`config.mk`:
```
export PLATFORM = sky130hd
export DESIGN_NAME = swc_sleep_wdt
export DESIGN_NICKNAME = d
export VERILOG_FILES = /design/src/design/swc_pkg.sv /design/src/design/swc_sleep_wdt.sv
export SDC_FILE = /design/constraint.sdc
export NUM_CORES = 1
export LEC_CHECK = 0
export ABC_AREA = 0
export BUFFER_PORTS_ARGS = -buffer_cell sky130_fd_sc_hd__buf_4
export CAP_MARGIN = 20
export CORE_MARGIN = 8
export CORE_UTILIZATION = 54
export CTS_CLUSTER_SIZE = 28
export DETAILED_ROUTE_END_ITERATION = 8
export PLACE_DENSITY = 0.9
export RECOVER_POWER = 100
export SLEW_MARGIN = 25
export SYNTH_ARGS = -nofsm -noshare
export SYNTH_HDL_FRONTEND = slang
export SYNTH_SLANG_ARGS = --single-unit
export TNS_END_PERCENT = 100
```
`constraint.sdc`:
```
create_clock -name clk -period 3.4 [get_ports clk]
set_input_delay 0.34 -clock clk [delete_from_list [all_inputs] [get_ports clk]]
set_output_delay 0.34 -clock clk [all_outputs]
set_load 0.02 [all_outputs]
```
`src/design/swc_pkg.sv`:
```
// Notes on behaviour
// RQ1: Sleep entry clears watchdog; may keep counting
// RQ2: Sleep entry clears powerdown flag, sets timeout flag
// RQ3: CPU clock stops; low-frequency oscillator keeps running
// RQ4: Port pins hold pre-sleep drive state
// RQ5: Converter runs in sleep on dedicated oscillator
// RQ6: Non-watchdog resets still reset during sleep
// RQ7: Watchdog or interrupt wakes, execution continues
// RQ8: Wake needs source enable, ignores global enable
// RQ9: Run prefetched instruction, then vector if enabled
// RQ10: Every wake clears the watchdog counter
// RQ11: Pending enabled interrupt turns sleep into no-op
// RQ12: Interrupt during sleep entry wakes immediately
// RQ13: Watchdog ticks from low-frequency oscillator
// RQ14: Mode 11 keeps watchdog always active
// RQ15: Mode 10 active awake, off in sleep
// RQ16: Mode 01 follows software enable bit only
// RQ17: Mode 00 keeps watchdog always off
// RQ18: Period select 1 ms to 256 s, reset 2 s
// RQ19: Counter clears on reset, kick, sleep, fail, disable
// RQ20: Oscillator divider changes leave counter alone
// RQ21: Awake time-out without kick requests device reset
// RQ22: Time-out in sleep wakes and updates flags
// RQ23: Software puts no-op after sleep if needed
// RQ24: Codes double from 1:32; reserved give 1:32
// RQ25: Count per tick, time-out at prescale, restart
package swc_pkg;

  // Register map
  localparam logic [3:0] SWC_ADDR_STATUS  = 4'h0;
  localparam logic [3:0] SWC_ADDR_WDTCTRL = 4'h1;

  // Status field positions
  localparam int SWC_STATUS_TO_BIT = 4;
  localparam int SWC_STATUS_PD_BIT = 3;

  // Watchdog control fields and reset value
  localparam int         SWC_WDT_EN_BIT     = 0;
  localparam int         SWC_WDT_PS_LSB     = 1;
  localparam logic [4:0] SWC_WDT_PS_RESET   = 5'h0B;
  localparam logic       SWC_WDT_EN_RESET   = 1'b0;
  localparam logic [4:0] SWC_WDT_PS_MAXCODE = 5'h12;

  // Time base
  localparam int          SWC_LFO_HZ      = 31000;
  localparam int          SWC_BASE_MS     = 1;
  localparam logic [23:0] SWC_MIN_PRESCALE = 24'h00_0020;

  // Watchdog mode configuration
  localparam logic [1:0] SWC_MODE_OFF      = 2'b00;
  localparam logic [1:0] SWC_MODE_SOFT     = 2'b01;
  localparam logic [1:0] SWC_MODE_NOSLEEP  = 2'b10;
  localparam logic [1:0] SWC_MODE_ALWAYS   = 2'b11;

  // Interrupt vector and sizes
  localparam logic [8:0] SWC_ISR_VECTOR = 9'h004;
  localparam int         SWC_NUM_IRQ    = 6;
  localparam int         SWC_NUM_PINS   = 4;

  typedef enum logic [2:0]
  {
    SWC_AWAKE  = 3'b001,
    SWC_ASLEEP = 3'b010,
    SWC_RESUME = 3'b100
  } swc_state_e;

  typedef struct packed
  {
    logic [SWC_NUM_PINS-1:0] level;
    logic [SWC_NUM_PINS-1:0] drive;
  } swc_pins_s;

  typedef struct packed
  {
    logic [SWC_NUM_IRQ-1:0] flag;
    logic [SWC_NUM_IRQ-1:0] enable;
  } swc_irq_s;

endpackage

```
`src/design/swc_sleep_wdt.sv`:
```
// The implementer's own choices: the address map and strobed register access.
`timescale 1ns/1ns
module swc_sleep_wdt
  import swc_pkg::*;
(
  // Clock and reset
  input  wire logic        clk,
  input  wire logic        resetn,
  // Register port
  input  wire logic [3:0]  regAddr,
  input  wire logic [7:0]  regWdata,
  input  wire logic        regWr,
  input  wire logic        regRd,
  output logic      [7:0]  regRdata,
  // Core instructions and configuration
  input  wire logic        sleepInstr,
  input  wire logic        kickInstr,
  input  wire logic [1:0]  watchdogModeCfg,
  input  wire logic        globalIrqEnable,
  input  wire swc_irq_s    irqState,
  // Oscillators and converter
  input  wire logic        lowFreqOscTick,
  input  wire logic        oscFail,
  input  wire logic        converterDedicatedOscSel,
  // Reset sources
  input  wire logic        externalResetPin,
  input  wire logic        brownoutReset,
  input  wire logic        powerOnReset,
  // Port pins
  input  wire swc_pins_s   corePins,
  output swc_pins_s        padPins,
  // Status towards core and system
  output logic             cpuClkEnable,
  output logic             lowFreqOscEnable,
  output logic             converterClkEnable,
  output logic             asleep,
  output logic             resumeExec,
  output logic             vectorReq,
  output logic      [8:0]  vectorAddr,
  output logic             deviceResetReq
);

  ////////////////////////////////////////////////////////////////////////
  // Decoding functions

  function automatic logic [23:0] prescaleOf(input logic [4:0] code);
    if (code > SWC_WDT_PS_MAXCODE)
      prescaleOf = SWC_MIN_PRESCALE; // see RQ24
    else
      prescaleOf = SWC_MIN_PRESCALE << code; // see RQ18
  endfunction

  function automatic logic activeIn(input logic [1:0] mode,
                                    input logic       swEn,
                                    input logic       sleeping);
    case (mode)
      SWC_MODE_ALWAYS:  activeIn = 1'b1;       // see RQ14
      SWC_MODE_NOSLEEP: activeIn = !sleeping;  // see RQ15
      SWC_MODE_SOFT:    activeIn = swEn;       // see RQ16
      SWC_MODE_OFF:     activeIn = 1'b0;       // see RQ17
      default:          activeIn = 1'b0;
    endcase
  endfunction

  ////////////////////////////////////////////////////////////////////////
  // State

  swc_state_e  state_reg;
  swc_state_e  state_next;
  logic [23:0] count_reg;
  logic [23:0] count_next;
  logic [4:0]  period_reg;
  logic        swEnable_reg;
  logic        toFlagN_reg;
  logic        toFlagN_next;
  logic        pdFlagN_reg;
  logic        pdFlagN_next;
  logic        vectorPending_reg;
  logic        vectorReq_reg;
  logic        resumeExec_reg;
  logic        wdtReset_reg;
  logic [7:0]  rdata_reg;
  swc_pins_s   heldPins_reg;

  ////////////////////////////////////////////////////////////////////////
  // Combinational decode

  wire logic isAwake     = (state_reg == SWC_AWAKE);
  wire logic isAsleep    = (state_reg == SWC_ASLEEP);
  // Global enable deliberately not part of the wake term
  wire logic irqPending  = |(irqState.flag & irqState.enable); // see RQ8
  wire logic wdtActive   = activeIn(watchdogModeCfg, swEnable_reg, isAsleep);
  wire logic [23:0] limit = prescaleOf(period_reg);
  wire logic wdtExpire   = wdtActive && lowFreqOscTick
                           && (count_reg == limit - 24'h00_0001); // see RQ25
  wire logic sleepNop    = isAwake && sleepInstr && irqPending;   // see RQ11
  wire logic sleepEnter  = isAwake && sleepInstr && !irqPending;
  wire logic wakeEvent   = isAsleep && (irqPending || wdtExpire); // see RQ7
  wire logic ctrlWrite   = regWr && (regAddr == SWC_ADDR_WDTCTRL);

  wire logic [7:0] statusWord = {3'b000, toFlagN_reg, pdFlagN_reg, 3'b000};
  wire logic [7:0] ctrlWord   = {2'b00, period_reg, swEnable_reg};
  wire logic [7:0] readMux    =
    (regAddr == SWC_ADDR_STATUS)  ? statusWord :
    (regAddr == SWC_ADDR_WDTCTRL) ? ctrlWord   : 8'h00;

  ////////////////////////////////////////////////////////////////////////
  // Sleep sequencing

  always_comb
  begin
    state_next = state_reg;
    case (state_reg)
      SWC_AWAKE:
        if (sleepEnter)
          state_next = SWC_ASLEEP;
      SWC_ASLEEP:
        // Wake checked from the first sleep cycle on, so a late flag wakes at once
        if (wakeEvent)
          state_next = SWC_RESUME; // see RQ12
      SWC_RESUME:
        state_next = SWC_AWAKE;
      default:
        state_next = SWC_AWAKE;
    endcase
  end

  ////////////////////////////////////////////////////////////////////////
  // Watchdog counter

  // Divider select of the fast oscillator is not an input here at all,
  // so a divider change cannot touch the count. see RQ20
  always_comb
  begin
    count_next = count_reg;
    if (!wdtActive || kickInstr || oscFail)
      count_next = 24'h00_0000;                // see RQ19
    else if (sleepEnter)
      count_next = 24'h00_0000;                // see RQ1
    else if (wakeEvent)
      count_next = 24'h00_0000;                // see RQ10
    else if (wdtExpire)
      count_next = 24'h00_0000;                // see RQ25
    else if (lowFreqOscTick)
      count_next = count_reg + 24'h00_0001;    // see RQ13
  end

  ////////////////////////////////////////////////////////////////////////
  // Status flags

  always_comb
  begin
    toFlagN_next = toFlagN_reg;
    pdFlagN_next = pdFlagN_reg;
    if (sleepEnter)
    begin
      toFlagN_next = 1'b1;                     // see RQ2
      pdFlagN_next = 1'b0;
    end
    else if (isAsleep && wdtExpire)
    begin
      toFlagN_next = 1'b0;                     // see RQ22
      pdFlagN_next = 1'b0;
    end
    else if (isAwake && kickInstr && !sleepNop)
    begin
      toFlagN_next = 1'b1;
      pdFlagN_next = 1'b1;
    end
  end

  ////////////////////////////////////////////////////////////////////////
  // Registers

  always_ff @(posedge clk or negedge resetn)
  begin
    if (!resetn)
    begin
      state_reg <= SWC_AWAKE;
      count_reg <= 24'h00_0000;                // see RQ19
      toFlagN_reg <= 1'b1;
      pdFlagN_reg <= 1'b1;
    end
    else
    begin
      state_reg <= state_next;
      count_reg <= count_next;
      toFlagN_reg <= toFlagN_next;
      pdFlagN_reg <= pdFlagN_next;
    end
  end

  always_ff @(posedge clk or negedge resetn)
  begin
    if (!resetn)
    begin
      period_reg <= SWC_WDT_PS_RESET;          // see RQ18
      swEnable_reg <= SWC_WDT_EN_RESET;
    end
    else if (ctrlWrite)
    begin
      period_reg <= regWdata[SWC_WDT_PS_LSB +: 5];
      swEnable_reg <= regWdata[SWC_WDT_EN_BIT];
    end
  end

  always_ff @(posedge clk or negedge resetn)
  begin
    if (!resetn)
      rdata_reg <= 8'h00;
    else if (regRd)
      rdata_reg <= readMux;
  end

  // Wake sequence: prefetched instruction first, then the vector
  always_ff @(posedge clk or negedge resetn)
  begin
    if (!resetn)
    begin
      resumeExec_reg <= 1'b0;
      vectorPending_reg <= 1'b0;
      vectorReq_reg <= 1'b0;
    end
    else
    begin
      resumeExec_reg <= wakeEvent;             // see RQ9
      vectorPending_reg <= wakeEvent && globalIrqEnable && irqPending;
      vectorReq_reg <= vectorPending_reg;      // see RQ9
    end
  end

  // Awake expiry asks for reset; asleep expiry only wakes
  always_ff @(posedge clk or negedge resetn)
  begin
    if (!resetn)
      wdtReset_reg <= 1'b0;
    else
      wdtReset_reg <= wdtExpire && !isAsleep;  // see RQ21
  end

  // Pins latched on the entry cycle and frozen while asleep
  always_ff @(posedge clk or negedge resetn)
  begin
    if (!resetn)
      heldPins_reg <= '0;
    else if (!isAsleep)
      heldPins_reg <= corePins;                // see RQ4
  end

  ////////////////////////////////////////////////////////////////////////
  // Outputs

  assign regRdata = rdata_reg;
  assign cpuClkEnable = !isAsleep;             // see RQ3
  assign lowFreqOscEnable = 1'b1;              // see RQ3
  assign converterClkEnable = !isAsleep || converterDedicatedOscSel; // see RQ5
  assign asleep = isAsleep;
  assign resumeExec = resumeExec_reg;
  assign vectorReq = vectorReq_reg;
  assign vectorAddr = SWC_ISR_VECTOR;
  assign padPins = heldPins_reg;
  // Other reset sources are never masked by sleep
  assign deviceResetReq = wdtReset_reg || externalResetPin
                          || brownoutReset || powerOnReset; // see RQ6

endmodule

```
## Word-level counts from Yosys, hierarchy flattened

Cells that the tools add are included.

- Word-level logic and storage cells: 73
- Latch bits: 0
- Memory bits (read-only): 0
- Memories: 0
- Register bits: 55
- Input bits: 47
- Memory bits (writable): 0

- Div/mod/pow operators: 0
- Equal/unequal tests: 9
- Bitwise operators: 1
- Add/sub/neg operators: 2
- Reduce and logical (&&, ||, !) cells: 30
- $lt $le $gt $ge: 1
- Shifts and indexed selects: 1
- Mux-type cells: 16
- $mul: 0

Operator list:

| kind | number |
|---|---|
| 24-bit two-way mux | 6 |
| 24-bit by 1-bit adder with 24-bit output (second input constant) | 1 |
| 24-bit == test | 1 |
| 6-bit by 5-bit << shifter with 24-bit output (first input constant) | 1 |
| 24-bit by 1-bit subtractor with 24-bit output (second input constant) | 1 |
| 1-bit logical AND | 13 |
| 6-bit two-way mux | 2 |
| 1-bit logical OR | 7 |
| 6-bit AND | 1 |
| 3-bit two-way mux | 2 |
| 3-bit one-hot mux with 2 select lines | 1 |
| 6-bit OR reduction | 1 |
| 5-bit > comparator (second input constant) | 1 |
| 5-bit nonzero test | 1 |
| 2-bit == test (second input constant) | 2 |
| 4-bit by 1-bit == test with 1-bit output (second input constant) | 1 |
| 1-bit logical NOT | 4 |
| 4-bit logical NOT | 1 |
| 1-bit two-way mux | 4 |
| 2-bit by 1-bit inequality test with 1-bit output (second input constant) | 2 |
| 1-bit one-hot mux with 4 select lines | 1 |
| 3-bit by 1-bit == test with 1-bit output (second input constant) | 1 |
| 3-bit by 2-bit == test with 1-bit output (second input constant) | 1 |
| 3-bit nonzero test | 1 |
| other kinds (3) | 3 |

## Longest topological paths before layout

Gate-level depths: netlist (run 1).

- Depth in word-level cells: 10
- Depth in mapped cells: 15
- Depth with buffers taken out: 10

## Worst setup path after synthesis (run 1)

No wires, ideal clock.

- Kind: reg2reg
- From: reg period_reg[0]
- To: reg count_reg[22]
- Data arrival time: 2820 ps
- Path buffers: 5
- Period minus slack after synthesis: 2938 ps
- Setup time: 119 ps
- Cell stages (with the launch flop): 15
- Required time: 3281 ps
- Setup slack: 462 ps
- Cells stage by stage: dfstp_2 > buf_2 > buf_2 > nor4_1 > mux2i_1 > ha_1 > buf_2 > clkbuf_1 > o21ai_0 > a21o_1 > a22oi_1 > nand4_1 > o21ai_4 > buf_6 > nor2_1

- Word-level cells in the longest chain between the ends: 10
- Elaborated cells between the ends (all ways): 13
- Those cells by class: add/sub (1); order compare (1); eq/ne (1); shift (1); mux (5); reduce/logical (4)

RTL lines:

| item | line | text |
|---|---|---|
| from (decl) | swc_sleep_wdt.sv:72 | `logic [4:0] period_reg;` |
| from (signal assigned) | swc_sleep_wdt.sv:202 | `period_reg <= regWdata[SWC_WDT_PS_LSB +: 5];` |
| 5-bit > comparator / 6-bit by 5-bit << shifter with 24-bit output (equally long branches) | swc_sleep_wdt.sv:47, swc_sleep_wdt.sv:50 |  |
| 24-bit two-way mux (*) | swc_sleep_wdt.sv:47 | `if (code > SWC_WDT_PS_MAXCODE)` |
| 24-bit by 1-bit subtractor with 24-bit output (*) | swc_sleep_wdt.sv:95 | `&& (count_reg == limit - 24'h00_0001);` |
| 24-bit == test (*) | swc_sleep_wdt.sv:95 |  |
| 1-bit logical AND (*) | swc_sleep_wdt.sv:95 |  |
| 1-bit logical OR | swc_sleep_wdt.sv:98 | `wire logic wakeEvent = isAsleep && (irqPending \|\| wdtExpire);` |
| 1-bit logical AND | swc_sleep_wdt.sv:98 |  |
| 24-bit two-way mux | swc_sleep_wdt.sv:140 | `else if (wakeEvent)` |
| 24-bit two-way mux | swc_sleep_wdt.sv:138 | `else if (sleepEnter)` |
| 24-bit two-way mux | swc_sleep_wdt.sv:136 | `if (!wdtActive \|\| kickInstr \|\| oscFail)` |
| to (signal assigned) | swc_sleep_wdt.sv:187 | `count_reg <= count_next;` |
| to (decl) | swc_sleep_wdt.sv:70 | `logic [23:0] count_reg;` |

Mark *: on every way between the ends. The rest lies on a longest branch, timed or not.
A chain may end at the register's enable or synchronous reset.

## Final worst setup path (run 1)

- From: reg period_reg[1]
- To: reg count_reg[12]

The elaborated chain is that of the path after synthesis.

==> impl_metrics.csv, run 1 <==
group,metric,value,unit
yosys,synthArstFlopShare,100,%
cells_and_area,final_cell_area,3790,um2
cells_and_area,final_net_count,481,
placed_design,gp_congestion,0.876,
global_routing,grt_pass1_vias,2790,
min_path,hp-class,"input port to flip-flop",
routing,num_vias,2840,
floorplan,ioPinCount,79,
floorplan,die_h,94.2,um
routing,first_pass_iters,4,
cells_and_area,diodes,0,
routing,ant_nets,0,
sta,drv_slew,54,
critical_path,worstSetupPathType,"flip-flop to flip-flop",
global_routing,grt-ovfl-total,0,
power,power_density,437,nW/um2
job,cap_violations,1,
routing,avgViaCountPerCell,5.59,
placed_design,portBuffers,64,
yosys,yosysSeqAreaShare,40.3,%
clocking,worstSkewPairLatency,0.31,ns
critical_path,slowest_stage,"dfstp_2",
cells_and_area,final_common_cell,"nand2_1",
critical_path,critPathBufInv,2,
clocking,numCtsBuffers,5,
critical_path,startpoint_type,"flip-flop",
sta,setup_tns,0,ns
global_routing,grt_max_degree,54,
yosys,yosysWarnings,0,
clocking,cts.sinks,53,
sta,hold_violations,0,
cells_and_area,syn_to_final_growth,14.6,%
global_routing,antenna_found_initial,0,
clocking,postCtsSetupBuffers,0,
global_routing,track_usage,18.2,%
run_status,violations,"capacitance limit, slew limit",
yosys,ys_ff_latch,53,
yosys,synth-edff-count,0,
run_status,status,"finished, violations left",
power,ir_drop,0.292,mV
yosys,syn_area,3310,um2
sta,fin_crit_sh,93.6,%
critical_path,endpoint_kind,"flip-flop",
cells_and_area,largest_reg_flops,24,
global_routing,grt_pass1_wl,13.1,mm
sta,timing.slew.headroom,-84.6,%
critical_path,crit_family,"compound AO/OA/AOI/OAI gates",
yosys,synth_cell_types,59,
routing,drt_wl_total,8.02,mm
cells_and_area,final_cell_mix,"48 x nand2_1, 47 x dfrtp_1, 46 x buf_4, 38 x nor2_1, 22 x clkbuf_1",
sta,rsz0062_at_grt,"false",
clocking,path_clk_slew,0.11,ns
floorplan,core_area,5920,um2
critical_path,arrival,3.38,ns
yosys,synth_cells,375,
sta,clock.fmax,0.314,GHz
yosys,synthFlopType,"dfrtp_1",
floorplan,die_w,94.2,um
sta,tightest_slew,2.77,ns
sta,finalClockSkew,0.00830,ns
critical_path,crit_path_cell_trace,"a211o_1, mux2i_1, ha_2, clkbuf_2, or4_1, a21oi_1, o21ai_0, a22oi_2, nand4_2, o21ai_4, buf_12, nor2_1",
routing,drc,0,
critical_path,slowest_delay,0.65,ns
routing,drt-initial-drc-count,176,
power,p_leak,1.69,nW
critical_path,worst_ep_required_time,3.60,ns
placed_design,dpl_cell_area,3780,um2
clocking,cts_root_buf,"clkbuf_8",
routing,post_drt_wl_per_cell,15.8,um
floorplan,start_util,55.8,%
floorplan,rows,28,
clocking,cts_buffer_depth,2,
floorplan,dieArea,8880,um2
sta,fin_crit,3.18,ns
placed_design,dp_hpwl,6.25,mm
sta,setup_viol,0,
yosys,syn_avg_cell_area,8.82,um2
cells_and_area,drive_above_1_share,19.2,%
critical_path,crit_fanout,23,
clocking,ctsHtreeMaxLevel,2,
clocking,cts_tree,"built",
cells_and_area,fillers,510,
Yosys cell counts (all sizes together), types with 3 or more instances:
| cell | n | area [um2] |
|---|---|---|
| nor2b | 4 | 25.0 |
| dfstp | 6 | 158 |
| nor2 | 41 | 166 |
| nand4 | 10 | 68.8 |
| o21a | 4 | 30.0 |
| nand2 | 48 | 180 |
| inv | 15 | 56.3 |
| a21o | 3 | 22.5 |
| a22oi | 6 | 50.1 |
| nor4b | 3 | 32.5 |
| mux2i | 6 | 60.1 |
| or4 | 3 | 22.5 |
| nor3 | 9 | 50.1 |
| mux2 | 9 | 101 |
| o21ai | 16 | 91.3 |
| nand3 | 15 | 75.1 |
| a21oi | 15 | 75.1 |
| buf | 27 | 194 |
| xor2 | 21 | 184 |
| and3 | 12 | 75.1 |
| dfrtp | 47 | 1180 |
| nand2b | 4 | 25.0 |
| xnor2 | 10 | 87.6 |
| clkbuf | 5 | 18.8 |
routing by layer:
layer	vias to the layer above	track usage (%)	share of wire (%)
met5	-	0	0
met1	1368	21.3	40
met4	0	7.00	1.7
li1	1380	-	-
met2	78	31.6	53
met3	14	3.76	4.8
through the flow:
step / setup WS [ns] / hold WS [ns] / power [mW] / std cells / util (%)
2_1_floorplan: 0.462 / 0.0444 / 1.14 / 385 / -
3_3_place_gp: 0.333 / 0.337 / 1.26 / 500 / 63.8
3_5_place_dp: 0.210 / 0.354 / 1.29 / 500 / 63.8
4_1_cts: 0.171 / 0.0749 / 1.67 / 508 / 65.4
5_1_grt: 0.0414 / 0.213 / 1.76 / 508 / 64.0
6_report: 0.217 / 0.216 / 1.66 / 508 / 64.0
cells by family after synthesis:
family                   Yosys count  synth area share (%)
AND/OR/NAND/NOR                  162                  24.6
AO/OA/AOI/OAI                     63                  12.9
flip-flops                        53                  40.3
buffers and inverters             47                  8.14
XOR/XNOR                          31                  8.21
multiplexers                      15                  4.88
adder cells (fa/ha/maj)            2                 0.757
other                              2                 0.227
where the power goes:
group | internal [mW] | leakage, nW | switching, mW | total [mW]
logic | 0.238 | 0.946 | 0.325 | 0.563
registers | 0.667 | 0.695 | 0.0427 | 0.709
clock network | 0.156 | 0.0511 | 0.229 | 0.385
tightest hold or removal path: cells and delay by family:
| kind | cells | cell delay, ns |
|---|---|---|
| simple gates | 2 | 0.09 |
| buf+inv | 1 | 0.07 |
path summary, 6_finish.rpt:
check | startpoint | endpoint | slack (ns) | cells past startpoint
min in group asynchronous | resetn | count_reg[16] | 0.91 | 1
max | period_reg[1] | count_reg[12] | 0.22 | 12
max reg2reg | period_reg[1] | count_reg[12] | 0.22 | 12
min | corePins[7] | padPins[7] | 0.22 | 3
max in group asynchronous | resetn | count_reg[3] | 0.94 | 1
min reg2reg | vectorPending_reg | vectorReq | 0.38 | 0
timing repair:
action                     CTS  global route
setup endpoints to repair    0            23
hold buffers                 0             0
hold endpoints to repair     0             0
resized for setup            0             1
layout make-up:
cell class	instances	area (um2)	share of cell area, %
multi-input cells	285	1740	45.9
flip-flops and latches	53	1330	35.2
repair buffers	72	468	12.4
well taps	75	93.8	2.48
clock buffers	5	68.8	1.82
inverters	15	56.3	1.49
clock inverters	3	28.8	0.760
Note: power is estimated with default switching activity, not from simulation.
==> inputs of run 2 (changes only) <==
--- a/config.mk
+++ b/config.mk
@@ -8,11 +8,13 @@
 export ABC_AREA = 0
 export BUFFER_PORTS_ARGS = -buffer_cell sky130_fd_sc_hd__buf_4
 export CAP_MARGIN = 20
+export CELL_PAD_IN_SITES_DETAIL_PLACEMENT = 0
+export CELL_PAD_IN_SITES_GLOBAL_PLACEMENT = 1
 export CORE_MARGIN = 8
-export CORE_UTILIZATION = 54
+export CORE_UTILIZATION = 40
 export CTS_CLUSTER_SIZE = 28
 export DETAILED_ROUTE_END_ITERATION = 8
-export PLACE_DENSITY = 0.9
+export PLACE_DENSITY = 0.87
 export RECOVER_POWER = 100
 export SLEW_MARGIN = 25
 export SYNTH_ARGS = -nofsm -noshare
==> constraint.sdc (replaced) <==
create_clock -name clk -period 3 [get_ports clk]
set_input_delay 0.3 -clock clk [delete_from_list [all_inputs] [get_ports clk]]
set_output_delay 0.3 -clock clk [all_outputs]
set_load 0.02 [all_outputs]
==> impl_metrics.csv, run 2 (same netlist as run 1, synthesis figures left out) <==
group,metric,value,unit
run_status,status,"finished, final reports clean",
sta,timing.slew.headroom,12.7,%
floorplan,start_util,40.6,%
cells_and_area,final_cell_area,4000,um2
cells_and_area,fillers,798,
critical_path,endpoint_kind,"flip-flop",
placed_design,portBuffers,64,
clocking,ctsHtreeMaxLevel,2,
cells_and_area,final_net_count,492,
clocking,holdBufCountCts,0,
routing,first_pass_iters,4,
global_routing,grt-ovfl-total,0,
routing,num_vias,2825,
clocking,path_clk_slew,0.10,ns
placed_design,dp_hpwl,5.99,mm
routing,met2WireLength,4.03,mm
job,cap_violations,0,
cells_and_area,diodes,0,
routing,top_layer,"met4",
routing,post_drt_wl_per_cell,14.5,um
critical_path,crit_fanout,23,
cells_and_area,drive_above_1_share,27.5,%
floorplan,die_h,107,um
critical_path,ff2ff_setup_slack,0.12,ns
min_path,hp-class,"input port to flip-flop",
global_routing,grt_max_degree,54,
placed_design,dp.cells,540,
floorplan,dieArea,11400,um2
sta,fin_crit,2.88,ns
sta,rsz0062_at_grt,"true",
clocking,cts_buffer_depth,2,
floorplan,core_area,8130,um2
power,p_leak,1.82,nW
power,fin_total_pwr,1.93,mW
cells_and_area,stdcell_count,549,
cells_and_area,final_common_cell,"buf_4",
global_routing,track_usage,14.1,%
critical_path,worst_ep_required_time,3.20,ns
clocking,cts_root_buf,"clkbuf_8",
global_routing,grt_pass1_vias,2812,
floorplan,die_w,107,um
routing,avgViaCountPerCell,5.15,
routing,drt-initial-drc-count,102,
power,ir_drop,0.181,mV
critical_path,arrival,3.09,ns
routing,ant_nets,0,
routing,drt_wl_total,7.98,mm
sta,hold_violations,0,
critical_path,worstSetupPathType,"flip-flop to flip-flop",
placed_design,dpl_cell_area,3890,um2
cells_and_area,syn_to_final_growth,20.9,%
sta,finalClockSkew,0.0153,ns
sta,fin_hold_ws,0.179,ns
power,power_density,482,nW/um2
routing,wl_met3,370,um
sta,drv_slew,0,
clocking,cts_tree,"built",
global_routing,grt_pass1_wl,13.3,mm
placed_design,gp_congestion,0.866,
routing,drc,0,
global_routing,antenna_found_initial,0,
floorplan,ioPinCount,79,
cells_and_area,final_cell_mix,"80 x buf_4, 48 x nand2_1, 46 x dfrtp_1, 36 x nor2_1, 21 x xor2_1",
sta,setup_tns,0,ns
routing,wl_met1,3.48,mm
sta,tightest_slew,1.31,ns
clocking,worstSkewPairLatency,0.32,ns
sta,setup_viol,0,
floorplan,rows,33,
cells_and_area,largest_reg_flops,24,
sta,clock.fmax,0.347,GHz
clocking,numCtsBuffers,5,
critical_path,startpoint_type,"flip-flop",
sta,fin_crit_sh,96.1,%
clocking,cts.sinks,53,
## run 2: critical path, stage by stage, from the launching register on
cell and delay, ns:
dfrtp_2 0.46, a211o_1 0.30, mux2i_1 0.22, ha_2 0.31
nor2_1 0.06, mux2_1 0.31, a211o_1 0.31, a21oi_1 0.19
nand4_2 0.17, o21ai_4 0.18, buf_12 0.18, nor2_1 0.07
## run 2: per-layer routing
layer / vias to the layer above / global-route usage [%]
met5: - / 0
met4: 0 / 4.32
met3: 5 / 2.94
met2: 53 / 23.9
met1: 1363 / 17.6
li1: 1404 / -
## run 2: repair_timing
action | 4_1_cts | 5_1_grt
setup endpoints to repair | 0 | 29
gates resized for setup | 0 | 4
hold endpoints to repair | 0 | 0
setup buffers | 0 | 1
## run 2: area by class of cell
cell class | count | area, um2 | area share (%)
Inverter | 15 | 56.3 | 1.41
Tap cell | 105 | 131 | 3.29
Clock buffer | 6 | 72.6 | 1.82
Sequential cell | 53 | 1340 | 33.4
Multi-Input combinational cell | 285 | 1750 | 43.9
Timing Repair Buffer | 83 | 633 | 15.8
Clock inverter | 2 | 13.8 | 0.345
## run 2: report_power, final
group / internal [mW] / switching (mW)
combinational: 0.329 / 0.384
clock: 0.167 / 0.251
sequential: 0.756 / 0.0384
## run 2: through the flow
step	util [%]	setup slack, ns
3_3_place_gp	47.8	0.142
4_1_cts	48.9	0.0554
6_report	49.1	0.117
2_1_floorplan	-	0.0617
5_1_grt	49.1	-0.0460
3_5_place_dp	47.8	0.0882
## run 2: final timing paths
kind	start	end	depth (start not counted)
min reg2reg	vectorPending_reg	vectorReq	0
max	period_reg[2]	count_reg[10]	11
max in group asynchronous	resetn	period_reg[2]	1
min in group asynchronous	resetn	count_reg[20]	1
max reg2reg	period_reg[2]	count_reg[10]	11
min	corePins[2]	padPins[2]	3
